==> config.mk <==
export PLATFORM = sky130hd
export DESIGN_NAME = sac_top
export DESIGN_NICKNAME = d
export VERILOG_FILES = /design/src/core/sac_buf.v /design/src/core/sac_top.v
export VERILOG_INCLUDE_DIRS = /design/src /design/src/inc
export SDC_FILE = /design/constraint.sdc
export NUM_CORES = 1
export LEC_CHECK = 0
export BUFFER_PORTS_ARGS = -buffer_cell sky130_fd_sc_hd__buf_2
export CAP_MARGIN = 20
export CELL_PAD_IN_SITES_DETAIL_PLACEMENT = 1
export CELL_PAD_IN_SITES_GLOBAL_PLACEMENT = 2
export CORE_UTILIZATION = 37
export CTS_CLUSTER_SIZE = 25
export DETAILED_ROUTE_END_ITERATION = 12
export HOLD_SLACK_MARGIN = 0.02
export PLACE_DENSITY = 0.84
export SLEW_MARGIN = 0
export SYNTH_ARGS = -nofsm -noshare
export SYNTH_HDL_FRONTEND = slang
export SYNTH_SLANG_ARGS = --single-unit
==> constraint.sdc <==
create_clock -name i_clock -period 4.6 [get_ports i_clock]
set_clock_uncertainty 0.1 [all_clocks]
set_input_delay 1.15 -clock i_clock [delete_from_list [all_inputs] [get_ports i_clock]]
set_output_delay 1.15 -clock i_clock [all_outputs]
set_load 0.02 [all_outputs]
==> src/inc/sac_regs.vh <==
// register map, field positions and timing constants of the converter control
// assumes word addressing on a 16-bit processor data path
`ifndef SAC_REGS_VH
`define SAC_REGS_VH

// ================================================================
// register word addresses
`define SAC_ADDR_W          16
`define SAC_DATA_W          16
`define SAC_OFF_CTRL        16'h7012
`define SAC_OFF_RESULT      16'h7014
`define SAC_OFF_CLKCTRL     16'h7016
`define SAC_OFF_PINCTRL     16'h7018
`define SAC_OFF_GPOCTRL     16'h701A

// ================================================================
// converter_control fields
`define SAC_CTRL_START      0
`define SAC_CTRL_CONT       1
`define SAC_CTRL_CHAN_LO    2
`define SAC_CTRL_CHAN_HI    4
`define SAC_CTRL_NOTE_LO    5
`define SAC_CTRL_NOTE_HI    6
`define SAC_NOTE_POLL       2'h0
`define SAC_NOTE_IRQ        2'h1
`define SAC_NOTE_DMA        2'h2
`define SAC_CHAN_LAST       3'h5

// ================================================================
// conversion_result fields
`define SAC_RES_W           10
`define SAC_RES_VALID       14
`define SAC_RES_BUSY        15

// ================================================================
// reference_and_pin_control fields
`define SAC_PIN_REF_LO      0
`define SAC_PIN_REF_HI      1
`define SAC_PIN_PWRDN       2
`define SAC_PIN_GPO_LO      4
`define SAC_PIN_GPO_HI      7
`define SAC_REF_INT_1V0     2'h0
`define SAC_REF_INT_0V8     2'h1
`define SAC_REF_EXT_SUPPLY  2'h2
`define SAC_PIN_RESET       16'h0004
`define SAC_PWRDN_RESET     1'b1
`define SAC_NUM_PINS        4

// ================================================================
// conversion clock and sequence timing
`define SAC_SYS_HZ          50000000
`define SAC_CONV_MAX_HZ     2000000
`define SAC_DIV_MIN         ((`SAC_SYS_HZ + `SAC_CONV_MAX_HZ - 1) / `SAC_CONV_MAX_HZ)
`define SAC_DIV_W           8
`define SAC_DIV_RESET       8'h19
`define SAC_CONV_CYCLES     6'h20
`define SAC_TICK_SAMPLE     6'h00
`define SAC_TICK_FIRST      6'h01
`define SAC_TICK_LAST_BIT   6'h0B

`endif

==> src/core/sac_buf.v <==
// two-entry result buffer with valid and ready on both sides
// assumes one clock and an asynchronous active-low reset
`timescale 1ns/1ps
`default_nettype none

module sac_buf (
	input  wire         i_clock,
	input  wire         i_rst_n,
	input  wire [9:0]   i_in_data,
	input  wire         i_in_valid,
	output wire         o_in_ready,
	output wire [9:0]   o_out_data,
	output wire         o_out_valid,
	input  wire         i_out_ready
);

	reg  [9:0] slot0_ff;
	reg  [9:0] slot1_ff;
	reg  [1:0] count_ff;
	wire       push;
	wire       pop;

	// ================================================================
	// handshakes; full refuses input so the source stalls
	assign o_in_ready  = (count_ff != 2'h2);
	assign o_out_valid = (count_ff != 2'h0);
	assign o_out_data  = slot0_ff;
	assign push        = i_in_valid & o_in_ready;
	assign pop         = o_out_valid & i_out_ready;

	// ================================================================
	// slot0 is always the head
	always @(posedge i_clock or negedge i_rst_n) begin
		if (!i_rst_n) begin
			slot0_ff <= 10'h000;
			slot1_ff <= 10'h000;
			count_ff <= 2'h0;
		end else begin
			case ({push, pop})
				2'b10: begin
					if (count_ff == 2'h0) begin
						slot0_ff <= i_in_data;
					end else begin
						slot1_ff <= i_in_data;
					end
					count_ff <= count_ff + 2'h1;
				end
				2'b01: begin
					slot0_ff <= slot1_ff;
					count_ff <= count_ff - 2'h1;
				end
				2'b11: begin
					// push only possible below full, so count stays
					if (count_ff == 2'h1) begin
						slot0_ff <= i_in_data;
					end else begin
						slot0_ff <= slot1_ff;
						slot1_ff <= i_in_data;
					end
				end
				default: begin
					count_ff <= count_ff;
				end
			endcase
		end
	end

endmodule // sac_buf

`default_nettype wire

==> src/core/sac_top.v <==
// converter control: register file, conversion clock, sequencer, pin control
// assumes an analog core that samples on o_sample_hold and compares against o_dac_code
// Operation
// RQ1 - results are 10-bit words; rate bounded to 62.5 ksps by clock limits
// RQ2 - one conversion spans 32 conversion clock periods, clock at most 2 MHz
// RQ3 - six selectable channels mapped onto four analog pins
// RQ4 - each analog pin may instead be a digital general output
// RQ5 - single mode converts once per request; continuous restarts immediately
// RQ6 - completion signalled by interrupt, polled status, or DMA event
// RQ7 - software powers the converter down and up via a control bit
// RQ8 - reference selects internal 1 V, internal 0.8 V or analog supply
// RQ9 - result updates only on completion; busy from start until result available
`timescale 1ns/1ps
`default_nettype none
`include "sac_regs.vh"

module sac_top (
	input  wire                     i_clock,
	input  wire                     i_rst_n,
	input  wire [`SAC_ADDR_W-1:0]   i_addr,
	input  wire [`SAC_DATA_W-1:0]   i_wdata,
	input  wire                     i_wr,
	input  wire                     i_rd,
	output reg  [`SAC_DATA_W-1:0]   o_rdata,
	input  wire                     i_cmp_above,
	output reg  [`SAC_RES_W-1:0]    o_dac_code,
	output reg                      o_sample_hold,
	output reg  [2:0]               o_chan_sel,
	output reg  [1:0]               o_ref_sel,
	output reg                      o_pwr_down,
	output reg  [3:0]               o_gpo_out,
	output reg  [3:0]               o_gpo_oe_n,
	output reg                      o_busy,
	output reg                      o_irq,
	output reg                      o_dma_req
);

	// ================================================================
	// decode helper
	function hit;
		input [`SAC_ADDR_W-1:0] addr;
		input [`SAC_ADDR_W-1:0] off;
		begin
			hit = (addr == off);
		end
	endfunction

	localparam ST_IDLE = 2'h0;
	localparam ST_CONV = 2'h1;
	localparam ST_HOLD = 2'h2;

	reg                     cont_ff;
	reg  [2:0]              chan_ff;
	reg  [1:0]              note_ff;
	reg  [`SAC_DIV_W-1:0]   div_ff;
	reg  [1:0]              ref_ff;
	reg                     pwrdn_ff;
	reg  [3:0]              gpo_en_ff;
	reg  [3:0]              gpo_val_ff;
	reg  [1:0]              state_ff;
	reg  [1:0]              nxt_state;
	reg  [`SAC_DIV_W-1:0]   divcnt_ff;
	reg  [5:0]              tick_ff;
	reg  [`SAC_RES_W-1:0]   sar_ff;
	reg  [`SAC_RES_W-1:0]   trial_ff;
	wire                    wr_ctrl;
	wire                    rd_res;
	wire                    start_req;
	wire                    conv_tick;
	wire                    conv_end;
	wire                    buf_in_ready;
	wire [`SAC_RES_W-1:0]   buf_data;
	wire                    buf_valid;
	wire                    push_res;
	wire [`SAC_DIV_W-1:0]   div_min;
	wire [31:0]             div_min_full;

	// ceiling quotient is small, only the divider's width is kept
	assign div_min_full = `SAC_DIV_MIN;
	assign div_min   = div_min_full[`SAC_DIV_W-1:0];
	assign wr_ctrl   = i_wr & hit(i_addr, `SAC_OFF_CTRL);
	assign rd_res    = i_rd & hit(i_addr, `SAC_OFF_RESULT);
	assign start_req = wr_ctrl & i_wdata[`SAC_CTRL_START] & ~pwrdn_ff;
	assign conv_tick = (state_ff == ST_CONV) & (divcnt_ff == div_ff - 8'h01);
	assign conv_end  = conv_tick & (tick_ff == `SAC_CONV_CYCLES - 6'h01);
	// a finished result waits in HOLD while the buffer is full
	assign push_res  = ((state_ff == ST_HOLD) | conv_end) & buf_in_ready; // see RQ9

	// ================================================================
	// configuration registers
	always @(posedge i_clock or negedge i_rst_n) begin
		if (!i_rst_n) begin
			cont_ff    <= 1'b0;
			chan_ff    <= 3'h0;
			note_ff    <= `SAC_NOTE_POLL;
			div_ff     <= `SAC_DIV_RESET;
			ref_ff     <= `SAC_REF_INT_1V0;
			pwrdn_ff   <= `SAC_PWRDN_RESET;
			gpo_en_ff  <= 4'h0;
			gpo_val_ff <= 4'h0;
		end else if (i_wr) begin
			if (hit(i_addr, `SAC_OFF_CTRL)) begin
				cont_ff <= i_wdata[`SAC_CTRL_CONT]; // see RQ5
				// channel codes beyond the sixth are ignored
				if (i_wdata[`SAC_CTRL_CHAN_HI:`SAC_CTRL_CHAN_LO] <= `SAC_CHAN_LAST) begin
					chan_ff <= i_wdata[`SAC_CTRL_CHAN_HI:`SAC_CTRL_CHAN_LO]; // see RQ3
				end
				note_ff <= i_wdata[`SAC_CTRL_NOTE_HI:`SAC_CTRL_NOTE_LO]; // see RQ6
			end
			if (hit(i_addr, `SAC_OFF_CLKCTRL)) begin
				// clamp keeps the conversion clock at or below its ceiling
				if (i_wdata[`SAC_DIV_W-1:0] < div_min) begin
					div_ff <= div_min; // see RQ2
				end else begin
					div_ff <= i_wdata[`SAC_DIV_W-1:0];
				end
			end
			if (hit(i_addr, `SAC_OFF_PINCTRL)) begin
				if (i_wdata[`SAC_PIN_REF_HI:`SAC_PIN_REF_LO] <= `SAC_REF_EXT_SUPPLY) begin
					ref_ff <= i_wdata[`SAC_PIN_REF_HI:`SAC_PIN_REF_LO]; // see RQ8
				end
				pwrdn_ff  <= i_wdata[`SAC_PIN_PWRDN]; // see RQ7
				gpo_en_ff <= i_wdata[`SAC_PIN_GPO_HI:`SAC_PIN_GPO_LO]; // see RQ4
			end
			if (hit(i_addr, `SAC_OFF_GPOCTRL)) begin
				gpo_val_ff <= i_wdata[`SAC_NUM_PINS-1:0];
			end
		end
	end

	// ================================================================
	// sequencer next state
	always @* begin
		nxt_state = state_ff;
		case (state_ff)
			ST_IDLE: begin
				if (start_req) begin
					nxt_state = ST_CONV; // see RQ5
				end
			end
			ST_CONV: begin
				if (pwrdn_ff) begin
					nxt_state = ST_IDLE; // see RQ7
				end else if (conv_end & ~buf_in_ready) begin
					nxt_state = ST_HOLD;
				end else if (conv_end) begin
					nxt_state = cont_ff ? ST_CONV : ST_IDLE; // see RQ5
				end
			end
			ST_HOLD: begin
				if (pwrdn_ff) begin
					nxt_state = ST_IDLE;
				end else if (buf_in_ready) begin
					nxt_state = cont_ff ? ST_CONV : ST_IDLE;
				end
			end
			default: begin
				nxt_state = ST_IDLE;
			end
		endcase
	end

	// ================================================================
	// conversion clock divider, tick counter and bit decisions
	always @(posedge i_clock or negedge i_rst_n) begin
		if (!i_rst_n) begin
			state_ff  <= ST_IDLE;
			divcnt_ff <= 8'h00;
			tick_ff   <= 6'h00;
			sar_ff    <= 10'h000;
			trial_ff  <= 10'h000;
		end else begin
			state_ff <= nxt_state;
			if (nxt_state == ST_CONV && state_ff != ST_CONV) begin
				divcnt_ff <= 8'h00;
				tick_ff   <= `SAC_TICK_SAMPLE;
				sar_ff    <= 10'h000;
				trial_ff  <= 10'h000;
			end else if (state_ff == ST_CONV) begin
				if (conv_tick) begin
					divcnt_ff <= 8'h00;
					// 32 periods, then wrap for back-to-back runs
					tick_ff <= (tick_ff == `SAC_CONV_CYCLES - 6'h01) ? 6'h00 : tick_ff + 6'h01; // see RQ2
					if (tick_ff == `SAC_TICK_SAMPLE) begin
						sar_ff   <= 10'h000;
						trial_ff <= 10'h000;
					end else if (tick_ff == `SAC_TICK_FIRST) begin
						trial_ff <= 10'h200; // msb first
					end else if (tick_ff <= `SAC_TICK_LAST_BIT) begin
						// keep the trial bit when the input sits above the code
						if (i_cmp_above) begin
							sar_ff <= sar_ff | trial_ff; // see RQ1
						end
						trial_ff <= trial_ff >> 1;
					end
				end else begin
					divcnt_ff <= divcnt_ff + 8'h01;
				end
			end
		end
	end

	// ================================================================
	// result buffer; a reader stall stalls the sequencer, nothing lost
	sac_buf u_buf (
		.i_clock     (i_clock),
		.i_rst_n     (i_rst_n),
		.i_in_data   (sar_ff),
		.i_in_valid  (push_res),
		.o_in_ready  (buf_in_ready),
		.o_out_data  (buf_data),
		.o_out_valid (buf_valid),
		.i_out_ready (rd_res)
	);

	// ================================================================
	// read data; a result read pops the head word
	always @(posedge i_clock or negedge i_rst_n) begin
		if (!i_rst_n) begin
			o_rdata <= 16'h0000;
		end else if (i_rd) begin
			if (hit(i_addr, `SAC_OFF_CTRL)) begin
				o_rdata <= {9'h000, note_ff, chan_ff, cont_ff, 1'b0};
			end else if (hit(i_addr, `SAC_OFF_RESULT)) begin
				// an empty buffer reads a zero result field with valid clear, never an older stale word
				o_rdata <= {o_busy, buf_valid, 4'h0, (buf_valid ? buf_data : 10'h000)}; // see RQ6
			end else if (hit(i_addr, `SAC_OFF_CLKCTRL)) begin
				o_rdata <= {8'h00, div_ff};
			end else if (hit(i_addr, `SAC_OFF_PINCTRL)) begin
				o_rdata <= {8'h00, gpo_en_ff, 1'b0, pwrdn_ff, ref_ff};
			end else if (hit(i_addr, `SAC_OFF_GPOCTRL)) begin
				o_rdata <= {12'h000, gpo_val_ff};
			end else begin
				o_rdata <= 16'h0000;
			end
		end
	end

	// ================================================================
	// analog core controls and completion events
	always @(posedge i_clock or negedge i_rst_n) begin
		if (!i_rst_n) begin
			o_dac_code    <= 10'h000;
			o_sample_hold <= 1'b0;
			o_chan_sel    <= 3'h0;
			o_ref_sel     <= `SAC_REF_INT_1V0;
			o_pwr_down    <= `SAC_PWRDN_RESET;
			o_busy        <= 1'b0;
			o_irq         <= 1'b0;
			o_dma_req     <= 1'b0;
		end else begin
			o_dac_code    <= sar_ff | trial_ff;
			o_sample_hold <= (state_ff == ST_CONV) & (tick_ff == `SAC_TICK_SAMPLE);
			o_chan_sel    <= chan_ff; // see RQ3
			o_ref_sel     <= ref_ff; // see RQ8
			o_pwr_down    <= pwrdn_ff; // see RQ7
			o_busy        <= (nxt_state != ST_IDLE); // see RQ9
			o_irq         <= push_res & (note_ff == `SAC_NOTE_IRQ); // see RQ6
			o_dma_req     <= push_res & (note_ff == `SAC_NOTE_DMA); // see RQ6
		end
	end

	// ================================================================
	// per-pin general output; enable low means the pin is driven
	genvar gi;
	generate
		for (gi = 0; gi < `SAC_NUM_PINS; gi = gi + 1) begin : g_pin
			always @(posedge i_clock or negedge i_rst_n) begin
				if (!i_rst_n) begin
					o_gpo_out[gi]  <= 1'b0;
					o_gpo_oe_n[gi] <= 1'b1;
				end else begin
					o_gpo_out[gi]  <= gpo_val_ff[gi];
					o_gpo_oe_n[gi] <= ~gpo_en_ff[gi]; // see RQ4
				end
			end
		end
	endgenerate

endmodule // sac_top

`default_nettype wire

==> results of run 1 <==
==> report_power, final <==
part / leakage, nW / internal [mW] / switching (mW)
logic: 1.24 / 0.288 / 0.465
clock network: 0.290 / 0.892 / 0.459
registers: 1.65 / 1.24 / 0.156
==> state kept, by name (all words and copies together), names as in the netlist, 2 cells and up <==
register / cells
u_buf.slot1_ff: 10
gpo_val_ff: 4
u_buf.o_out_data: 10
state_ff: 2
o_rdata: 12
o_ref_sel: 2
o_dac_code: 10
u_buf.count_ff: 2
trial_ff: 10
gpo_en_ff: 4
o_gpo_out: 4
chan_ff: 3
tick_ff: 6
ref_ff: 2
divcnt_ff: 8
div_ff: 8
sar_ff: 10
o_chan_sel: 3
note_ff: 2
o_gpo_oe_n: 4
==> through the flow <==
step                      power, mW  setup WS (ns)  std cells  hold WS, ns  area, µm²
after floorplan               1.930         0.9144        528       0.2654       5678
after global placement        2.119         0.7558        757       0.2861       6150
after detailed placement      2.168         0.6286        757       0.2886       6150
after CTS                     3.539         0.6082        789       0.3033       6751
after global routing          3.688         0.3426        789       0.3225       6751
final                         3.496         0.6327        789       0.3039       6751
==> logic make-up after synthesis <==
| family | share of synthesized area (%) |
|---|---|
| flops | 54.52 |
| fa+ha+maj | 2.429 |
| buf+inv | 4.460 |
| other cells | 0.06618 |
| xor+xnor | 2.451 |
| simple gates | 15.13 |
| compound gates | 14.90 |
| mux | 6.050 |
==> path summary, 6_finish.rpt <==
check                      depth (start not counted)  slack [ns]             endpoint           from
max in group asynchronous                          2        2.82           note_ff[0]        i_rst_n
max reg2reg                                       12        0.63  u_buf.o_out_data[3]      div_ff[2]
max                                               12        0.63  u_buf.o_out_data[3]      div_ff[2]
min                                                0        0.30         o_gpo_out[0]  gpo_val_ff[0]
min in group asynchronous                          1        0.77         o_ref_sel[0]        i_rst_n
min reg2reg                                        0        0.30         o_gpo_out[0]  gpo_val_ff[0]
==> layer usage <==
metal	vias to the layer above	GRT usage (%)	share of wire, %
met5	-	0	0
met4	0	8.009	1.8
met3	16	4.460	4.1
met2	103	33.37	50
met1	2166	24.18	44
li1	1992	-	-
==> cell type report <==
class / count / share of cell area (%)
flip-flops and latches: 123 / 45.76
multi-input cells: 349 / 34.60
clock buffers: 24 / 7.135
repair buffers: 72 / 5.708
well taps: 184 / 3.410
clock inverters: 8 / 1.779
inverters: 29 / 1.612
==> layout by cell type, fill, tap and decap left out, types with 10 or more instances in the layout <==
master and instances:
a21oi_1 14, a22o_1 11, a22oi_1 12, buf_2 67, clkbuf_16 17, dfrtp_1 114, ha_1 11, inv_1 29
mux2_2 18, nand2_1 55, nand3_1 20, nor2_1 24, o21ai_0 10, o21ai_1 31, or2_2 10
==> run summary, run 1 <==
ROUTING
--------------------------------------------------------------------------------------------------------
Routed WL                                                                                      14,480 µm
First DRT Iteration DRCs                                                                             227
Via density                                                                                        5.421
Number of detailed-routing iterations run before antenna repair                                        4
Vias after detailed routing                                                                        4,277
Number of routed nets with antenna violations                                                          0
Per-cell routed wire length                                                                     18.35 µm
Total DRC errors in the routed layout                                                                  0

PLACE
--------------------------------------------------------------------------------------------------------
Hpwl dp                                                                                        10,330 µm
RePlAce Congestion                                                                                0.7685
Port Buf Inserts                                                                                      68

GLOBAL ROUTING
--------------------------------------------------------------------------------------------------------
Total global routing overflow                                                                          0
Overall global routing resource usage                                                             19.64%
Number of global-route vias before repair                                                          4,633
Pin count of the biggest net entering global routing                                                  69
Antenna violations before repair                                                                       0
Global-route wire length before repair                                                         24,140 µm

RUN
--------------------------------------------------------------------------------------------------------
Max Cap Violations                                                                                     0

CLOCK TREE
--------------------------------------------------------------------------------------------------------
Count of hold buffers inserted by post-cts repair                                                      0
Clock tree from TritonCTS                                                                            yes
Setup bufs post-CTS                                                                                    0
Post-CTS clock slew at the launch and capture registers of the worst setup and hold paths        0.06 ns
Longest Clk Path Bufs                                                                                  2
Number of CTS-inserted buffers                                                                        17
CTS resizes                                                                                            0
Clock network latency to the later pin of the worst-skew pair                                    0.42 ns
Clk Tree Root Cell                                                                             clkbuf_16
Depth of the CTS H-tree                                                                                4
Number of clock sinks                                                                                123

PWR
--------------------------------------------------------------------------------------------------------
Leakage dissipation                                                                             3.186 nW
Power density relative to cell area                                                         517.9 nW/µm²
Worst-case vdd ir drop                                                                          295.1 µV

SYNTH
--------------------------------------------------------------------------------------------------------
Proportion of netlist area held by the largest area contributor                                   50.34%
Dominant synthesized flop cell                                                                   dfrtp_1
Async set-reset flop share out of synthesis                                                       100.0%
Yosys cell types                                                                                      70
Dominant cell by count in the synthesized netlist                                                dfrtp_1
Syn avg cell area                                                                              10.79 µm²
Number of flops mapped to enable cells by yosys                                                        0
Cells taking the most area after synthesis                                                  dfrtp_1 50%, dfstp_2 4.2%, nand2_1 3.6%
Cells after synthesis                                                                                525
Synthesized flop and latch total                                                                     123
Proportion of synthesized chip area in sequential cells                                           54.52%
Most frequent cells after synthesis                                                         114 x dfrtp_1, 55 x nand2_1, 31 x o21ai_1
Mapped Area                                                                                     5667 µm²
Cell type with the largest total area after synthesis                                            dfrtp_1
Yosys warns                                                                                            0

FINISH
--------------------------------------------------------------------------------------------------------
Total area of multi-input combinational cells                                                   2336 µm²
Number of nets in the final layout                                                                   640
Total area of sequential cells                                                                  3089 µm²
Area growth, synth to finish                                                                      19.14%
Antenna diodes                                                                                         0
Post-Route Utilization                                                                            45.76%
Share of layout cells above drive strength 1                                                      24.96%
Filler Cells Inserted                                                                              1,645

CRITICAL PATH
--------------------------------------------------------------------------------------------------------
Crit path max fanout                                                                                  16
Number of buffer and inverter stages on the critical path                                              0
Sort of element at the start of the critical path                                              flip-flop
Type of the worst setup path                                                                  reg -> reg
CP cell instances                                                                           nor4_2 -> nand2_1 -> xnor2_1 -> and3_2 -> o21ai_2 -> o21a_1 -> nor2_1 -> ha_1 -> nand2_1 -> nand3_1 -> a22oi_1 -> o21ai_1
Critical path arrival                                                                            4.14 ns
Worst endpoint required time                                                                     4.77 ns
Critical-path top delay cell                                                                     o21ai_2
Most numerous cell on the critical path                                                          nand2_1
Largest delay share family, worst path                                                      compound AO/OA/AOI/OAI gates
Critical path capture point type                                                               flip-flop
Critical path's largest stage delay                                                              0.57 ns

FLOORPLAN
--------------------------------------------------------------------------------------------------------
Placement Rows                                                                                        44
DIE AREA                                                                                      15,810 µm²
Starting Density                                                                                  38.41%
Number of I/O pins                                                                                    81
Die Height                                                                                      125.8 µm
Die outline width                                                                               125.8 µm
Core box area                                                                                 14,750 µm²

TIMING
--------------------------------------------------------------------------------------------------------
Max-slew headroom                                                                                 34.28%
Final setup vio count                                                                                  0
Fmax                                                                                           252.1 MHz
Worst Max-Slew Pin Slew                                                                        0.9857 ns
Count of final hold-check violations                                                                   0
Total negative setup slack                                                                          0 ns
Slew Limit Fails                                                                                       0
Period Utilization, post-route                                                                    86.25%
Fin crit period                                                                                 3.967 ns
Setup repair after global routing missed its margin                                                false

WORST HOLD PATH
--------------------------------------------------------------------------------------------------------
Path category of the worst min-delay check                                                    reg -> reg

STATUS
--------------------------------------------------------------------------------------------------------
Run status                                                                                  finished, final reports clean

Note: power is estimated with default switching activity, not from simulation.
==> inputs of run 2 (changes only) <==
CORE_MARGIN = 4   (was not set)
CORE_UTILIZATION = 30   (was 37)
PLACE_DENSITY = 0.71   (was 0.84)
RECOVER_POWER = 50   (was not set)
==> run 2 against run 1 <==
  * The flow now finishes with violations (max-capacitance violations, max-slew violations)
  * Largest cell class unchanged
  * Cell count grew 6.0%
  * Critical path type unchanged
  * Hold slack lost 0.00051 ns
  * Die area grew 34%
  * Sequential share of layout area shrank 0.61 points
  * Largest power group is now the clock network
==> run summary, run 2 (synthesis results as in run 1) <==
CRITICAL PATH
--------------------------------------------------------------------------------------------------------
Sort of element at the start of the critical path                                              flip-flop
Type of the worst setup path                                                                  reg -> reg
Length in cells of the worst reg-to-reg path                                                          12
Critical path capture point type                                                               flip-flop
Worst endpoint required time                                                                     4.79 ns
Crit path max fanout                                                                                  10
Critical path arrival                                                                            3.78 ns

FLOORPLAN
--------------------------------------------------------------------------------------------------------
Die outline width                                                                               145.4 µm
Die Height                                                                                      145.4 µm
Starting Density                                                                                  31.02%
Core box area                                                                                 18,270 µm²
Placement Rows                                                                                        49
DIE AREA                                                                                      21,150 µm²
Number of I/O pins                                                                                    81

FINISH
--------------------------------------------------------------------------------------------------------
Number of nets in the final layout                                                                   642
Share of layout cells above drive strength 1                                                      25.37%
Antenna diodes                                                                                         0
Register with the most flip-flops                                                                o_rdata
Commonest non-fill, non-tap cells in the layout                                             114 x dfrtp_1, 67 x buf_2, 55 x nand2_1
Area growth, synth to finish                                                                      20.76%
Most common cell after layout, fill and taps aside                                               dfrtp_1
Max FFs per register                                                                                  12
Post-Route Utilization                                                                            37.45%
Post-route insts no fill                                                                             836

WORST HOLD PATH
--------------------------------------------------------------------------------------------------------
Worst Hold Depth                                                                                       0
Path category of the worst min-delay check                                                    reg -> reg

ROUTING
--------------------------------------------------------------------------------------------------------
Per-cell routed wire length                                                                     17.70 µm
Number of routed nets with antenna violations                                                          0
First DRT Iteration DRCs                                                                             254
Number of detailed-routing iterations run before antenna repair                                        4
Total DRC errors in the routed layout                                                                  0
Via density                                                                                        5.054
Routed WL                                                                                      14,790 µm
Vias after detailed routing                                                                        4,225

CLOCK TREE
--------------------------------------------------------------------------------------------------------
Longest Clk Path Bufs                                                                                  2
Clk Tree Root Cell                                                                             clkbuf_16
Count of hold buffers inserted by post-cts repair                                                      0
Depth of the CTS H-tree                                                                                4
Number of clock sinks                                                                                123
Post-CTS clock slew at the launch and capture registers of the worst setup and hold paths        0.05 ns
Setup bufs post-CTS                                                                                    0
Clock network latency to the later pin of the worst-skew pair                                    0.42 ns
Clock tree from TritonCTS                                                                            yes
Number of CTS-inserted buffers                                                                        17
CTS resizes                                                                                            0

TIMING
--------------------------------------------------------------------------------------------------------
Final setup vio count                                                                                  0
Setup repair after global routing missed its margin                                                false
Period Utilization, post-route                                                                    77.97%
Count of final hold-check violations                                                                   0
Total negative setup slack                                                                          0 ns
Worst Max-Slew Pin Slew                                                                         1.578 ns
Fin crit period                                                                                 3.587 ns
Fmax                                                                                           278.8 MHz
Max-slew headroom                                                                                -5.202%
Slew Limit Fails                                                                                      61

GLOBAL ROUTING
--------------------------------------------------------------------------------------------------------
Total global routing overflow                                                                          0
Overall global routing resource usage                                                             14.75%
Antenna violations before repair                                                                       0
Global-route wire length before repair                                                         24,940 µm
Pin count of the biggest net entering global routing                                                  61
Number of global-route vias before repair                                                          4,539

PWR
--------------------------------------------------------------------------------------------------------
Total Power Consumption                                                                         3.585 mW
Leakage dissipation                                                                             3.205 nW
Power density relative to cell area                                                         523.9 nW/µm²
Worst-case vdd ir drop                                                                          205.8 µV

PLACE
--------------------------------------------------------------------------------------------------------
Hpwl dp                                                                                        10,580 µm
Port Buf Inserts                                                                                      68
Number of cells after detailed placement                                                             804
RePlAce Congestion                                                                                0.8227

STATUS
--------------------------------------------------------------------------------------------------------
Violations in the final reports                                                             max-capacitance violations, max-slew violations
Run status                                                                                  finished with violations

RUN
--------------------------------------------------------------------------------------------------------
Max Cap Violations                                                                                     1

==> run 2: path summary, 6_finish.rpt <==
| kind | startpoint | to | slack, ns |
|---|---|---|---|
| worst max-delay path | div_ff[0] | u_buf.slot1_ff[6] | 1.01 |
| worst min-delay path | gpo_val_ff[0] | o_gpo_out[0] | 0.30 |
| worst max register to register | div_ff[0] | u_buf.slot1_ff[6] | 1.01 |
| worst min register to register | gpo_val_ff[0] | o_gpo_out[0] | 0.30 |
| max in group asynchronous | i_rst_n | u_buf.o_out_data[6] | 1.03 |
| min in group asynchronous | i_rst_n | divcnt_ff[0] | 1.04 |
==> run 2: report_power, final <==
| part | switching, mW | internal [mW] | total, mW |
|---|---|---|---|
| sequential | 0.151 | 1.24 | 1.39 |
| combinational | 0.463 | 0.295 | 0.758 |
| clock | 0.499 | 0.941 | 1.44 |
==> run 2: area by class of cell <==
class	instances	area (µm²)
well taps	229	286.5
fillers	2047	11430
flip-flops and latches	123	3089
clock inverters	12	186.4
clock buffers	20	456.7
multi-input cells	349	2336
inverters	29	108.9
repair buffers	74	379.1
==> run 2: critical path, stage by stage (launching register included) <==
cell and delay, ns:
dfstp_2 0.59, inv_1 0.07, ha_1 0.31, xnor2_1 0.13, a21oi_1 0.12, o2111ai_1 0.16
nor3_2 0.34, o21ai_2 0.11, o21a_1 0.30, nor2_1 0.20, ha_1 0.23, o211a_1 0.42
mux2_2 0.39
==> run 2: metal layers <==
layer | wire length (µm) | share of wire [%] | global-route usage [%]
met1 | 6915 | 47 | 18.99
met2 | 7018 | 47 | 23.86
met3 | 643 | 4.3 | 4.267
met4 | 217 | 1.5 | 5.081
met5 | 0 | 0 | 0
==> run 2: through the flow <==
stage / setup WS [ns] / hold slack (ns) / instance area [µm²]
detailed placement: 0.6742 / 0.2970 / 6221
global route: 0.4497 / 0.3172 / 6843
global placement: 0.7385 / 0.2888 / 6221
CTS: 0.9874 / 0.3074 / 6864
finish: 1.013 / 0.3034 / 6843
floorplan: 0.9144 / 0.2654 / 5678
==> inputs of run 3 (changes only) <==
clock period = 3.5 ns   (was 4.6 ns; I/O delays follow)
==> run 3 against run 2 <==
  * The run now ends clean
  * Hold slack worse by 0.0043 ns
  * Power is 27% higher
  * Critical path depth stayed put
  * First-iteration DRC count is 14% lower
  * Fmax is 7.5% higher
==> run summary, run 3 (synthesis results as in run 1) <==
ROUTING
--------------------------------------------------------------------------------------------------------
Routed WL                                                                                      15,450 µm
Via density                                                                                        5.015
Number of routed nets with antenna violations                                                          0
Total DRC errors in the routed layout                                                                  0
Vias after detailed routing                                                                        4,253
First DRT Iteration DRCs                                                                             218
Number of detailed-routing iterations run before antenna repair                                        4
Per-cell routed wire length                                                                     18.22 µm

CLOCK TREE
--------------------------------------------------------------------------------------------------------
Clock tree from TritonCTS                                                                            yes
Number of CTS-inserted buffers                                                                        17
Number of clock sinks                                                                                123
Clock network latency to the later pin of the worst-skew pair                                    0.42 ns
Post-CTS clock slew at the launch and capture registers of the worst setup and hold paths        0.06 ns
Longest Clk Path Bufs                                                                                  2
Depth of the CTS H-tree                                                                                4
Clk Tree Root Cell                                                                             clkbuf_16

CRITICAL PATH
--------------------------------------------------------------------------------------------------------
CP cell instances                                                                           inv_1 -> ha_1 -> nor4b_1 -> a32oi_1 -> a21oi_2 -> o21ai_2 -> o21a_1 -> nor2_1 -> ha_1 -> o211a_1 -> buf_12 -> mux2_2
Crit path max fanout                                                                                  10
Sort of element at the start of the critical path                                              flip-flop
Worst endpoint required time                                                                     3.70 ns
Length in cells of the worst reg-to-reg path                                                          12
Reg2reg setup slack                                                                              0.16 ns
Critical-path top delay cell                                                                     dfstp_2
Critical path capture point type                                                               flip-flop
Worst flop-to-flop path startpoint                                                             div_ff[0]
Largest delay share family, worst path                                                      compound AO/OA/AOI/OAI gates
Critical path arrival                                                                            3.54 ns
Endpoint of the most critical register-to-register path                                     u_buf.slot1_ff[3]
Most numerous cell on the critical path                                                             ha_1
Type of the worst setup path                                                                  reg -> reg
Number of buffer and inverter stages on the critical path                                              2
Critical path's largest stage delay                                                              0.58 ns

WORST HOLD PATH
--------------------------------------------------------------------------------------------------------
Path category of the worst min-delay check                                                    reg -> reg
Worst Hold Depth                                                                                       0
Worst Hold Path EP                                                                          o_gpo_out[0]
Worst hold path startpoint                                                                  gpo_val_ff[0]

TIMING
--------------------------------------------------------------------------------------------------------
Count of final hold-check violations                                                                   0
Period Utilization, post-route                                                                    95.34%
Fmax                                                                                           299.7 MHz
Worst hold-check slack                                                                         0.2990 ns
Final setup vio count                                                                                  0
Max-slew headroom                                                                                 12.66%
Slew Limit Fails                                                                                       0
Fin crit period                                                                                 3.337 ns
Worst Max-Slew Pin Slew                                                                         1.310 ns

PWR
--------------------------------------------------------------------------------------------------------
Switching part of the total power                                                                 32.89%
Part of the power in the clock network                                                             37.1%
Net switching power                                                                             1.494 mW
Power density relative to cell area                                                         659.2 nW/µm²
Relative contribution of combinational cells to total power                                        22.7%
Leakage dissipation                                                                             3.226 nW
Total Power Consumption                                                                         4.543 mW
Int Pwr                                                                                         3.048 mW
Share of power burned in registers                                                                 40.2%
Worst-case vdd ir drop                                                                          306.8 µV

FLOORPLAN
--------------------------------------------------------------------------------------------------------
Core box area                                                                                 18,270 µm²
Placement Rows                                                                                        49
Number of I/O pins                                                                                    81
Starting Density                                                                                  31.02%
DIE AREA                                                                                      21,150 µm²
Die Height                                                                                      145.4 µm
Die outline width                                                                               145.4 µm

GLOBAL ROUTING
--------------------------------------------------------------------------------------------------------
Antenna violations before repair                                                                       0
Number of global-route vias before repair                                                          4,671
Total global routing overflow                                                                          0
Global-route wire length before repair                                                         25,940 µm
Overall global routing resource usage                                                             15.25%
Pin count of the biggest net entering global routing                                                  52

STATUS
--------------------------------------------------------------------------------------------------------
Run status                                                                                  finished, final reports clean

PLACE
--------------------------------------------------------------------------------------------------------
Port Buf Inserts                                                                                      68
RePlAce Congestion                                                                                0.7596
Hpwl dp                                                                                        11,150 µm

FINISH
--------------------------------------------------------------------------------------------------------
Max FFs per register                                                                                  12
Filler Cells Inserted                                                                              2,049
Antenna diodes                                                                                         0
Number of nets in the final layout                                                                   654
Most common cell after layout, fill and taps aside                                               dfrtp_1
Share of layout cells above drive strength 1                                                      27.30%
Total area of multi-input combinational cells                                                   2357 µm²
Total area of sequential cells                                                                  3089 µm²
Commonest non-fill, non-tap cells in the layout                                             114 x dfrtp_1, 67 x buf_2, 55 x nand2_1
Register with the most flip-flops                                                                o_rdata
Area growth, synth to finish                                                                      21.62%

RUN
--------------------------------------------------------------------------------------------------------
Max Cap Violations                                                                                     0

run 3: changes by cell type in the layout (fill, tap and decap cells not counted), sizes merged:
cell	delta
buf	+11
bufinv	-3
clkinv	+2
clkinvlp	+2
run 3: how the worst max path moves through the flow:
stage	start	end	slack [ns]	cells after the start
4_1_cts	div_ff[0]	u_buf.o_out_data[8]	0.01	14
6_report	div_ff[0]	u_buf.slot1_ff[3]	0.16	12
3_3_place_gp	i_addr[5]	u_buf.o_out_data[4]	0.09	9
2_1_floorplan	i_addr[5]	u_buf.slot1_ff[0]	0.09	9
5_1_grt	div_ff[0]	u_buf.slot1_ff[1]	-0.03	12
3_5_place_dp	i_addr[5]	u_buf.o_out_data[3]	-0.003	10
run 3: per-stage QoR:
stage	std cells	TNS (ns)	area [µm²]	utilization (%)	worst slack, ns
global placement	813	0	6301	34.49	0.08538
finish	848	0	6892	37.72	0.1630
global route	848	-0.2175	6892	37.72	-0.03013
CTS	845	0	6874	37.63	0.01133
detailed placement	813	-0.002906	6301	34.49	-0.002906
floorplan	528	0	5678	-	0.08936
run 3: timing repair:
item                                    in CTS  in global routing
endpoints found under the setup margin       6                 20
pin swaps                                    0                  2
buffers inserted                             0                  3
hold buffers                                 0                  0
resized for setup                            1                  4
run 3: layout make-up:
cell class,instances,area share (%)
repair buffers,86,6.935
well taps,229,4.158
clock buffers,19,6.572
inverters,29,1.580
flip-flops and latches,123,44.83
clock inverters,13,1.725
multi-input cells,349,34.20
run 3: worst register-to-register path: stages, from the launching register on:
cell and delay, ns:
dfstp_2 0.58, inv_1 0.07, ha_1 0.30, nor4b_1 0.37, a32oi_1 0.14, a21oi_2 0.24
o21ai_2 0.08, o21a_1 0.25, nor2_1 0.18, ha_1 0.23, o211a_1 0.22, buf_12 0.14
mux2_2 0.34
run 3: per-layer routing:
| metal | part of all wire (%) | up-vias | global-route usage [%] |
|---|---|---|---|
| met3 | 3.6 | 18 | 3.893 |
| met5 | 0 | - | 0 |
| met4 | 1.7 | 0 | 5.840 |
| met1 | 46 | 2138 | 19.81 |
| li1 | - | 2017 | - |
| met2 | 48 | 80 | 24.59 |
run 3: power groups by stage:
stage,clock network (mW),registers (mW),logic (mW)
floorplan,0,1.83,0.702
global placement,0,1.84,0.995
detailed placement,0,1.85,1.03
CTS,1.73,1.83,1.03
global route,1.79,1.87,1.16
finish,1.69,1.83,1.03
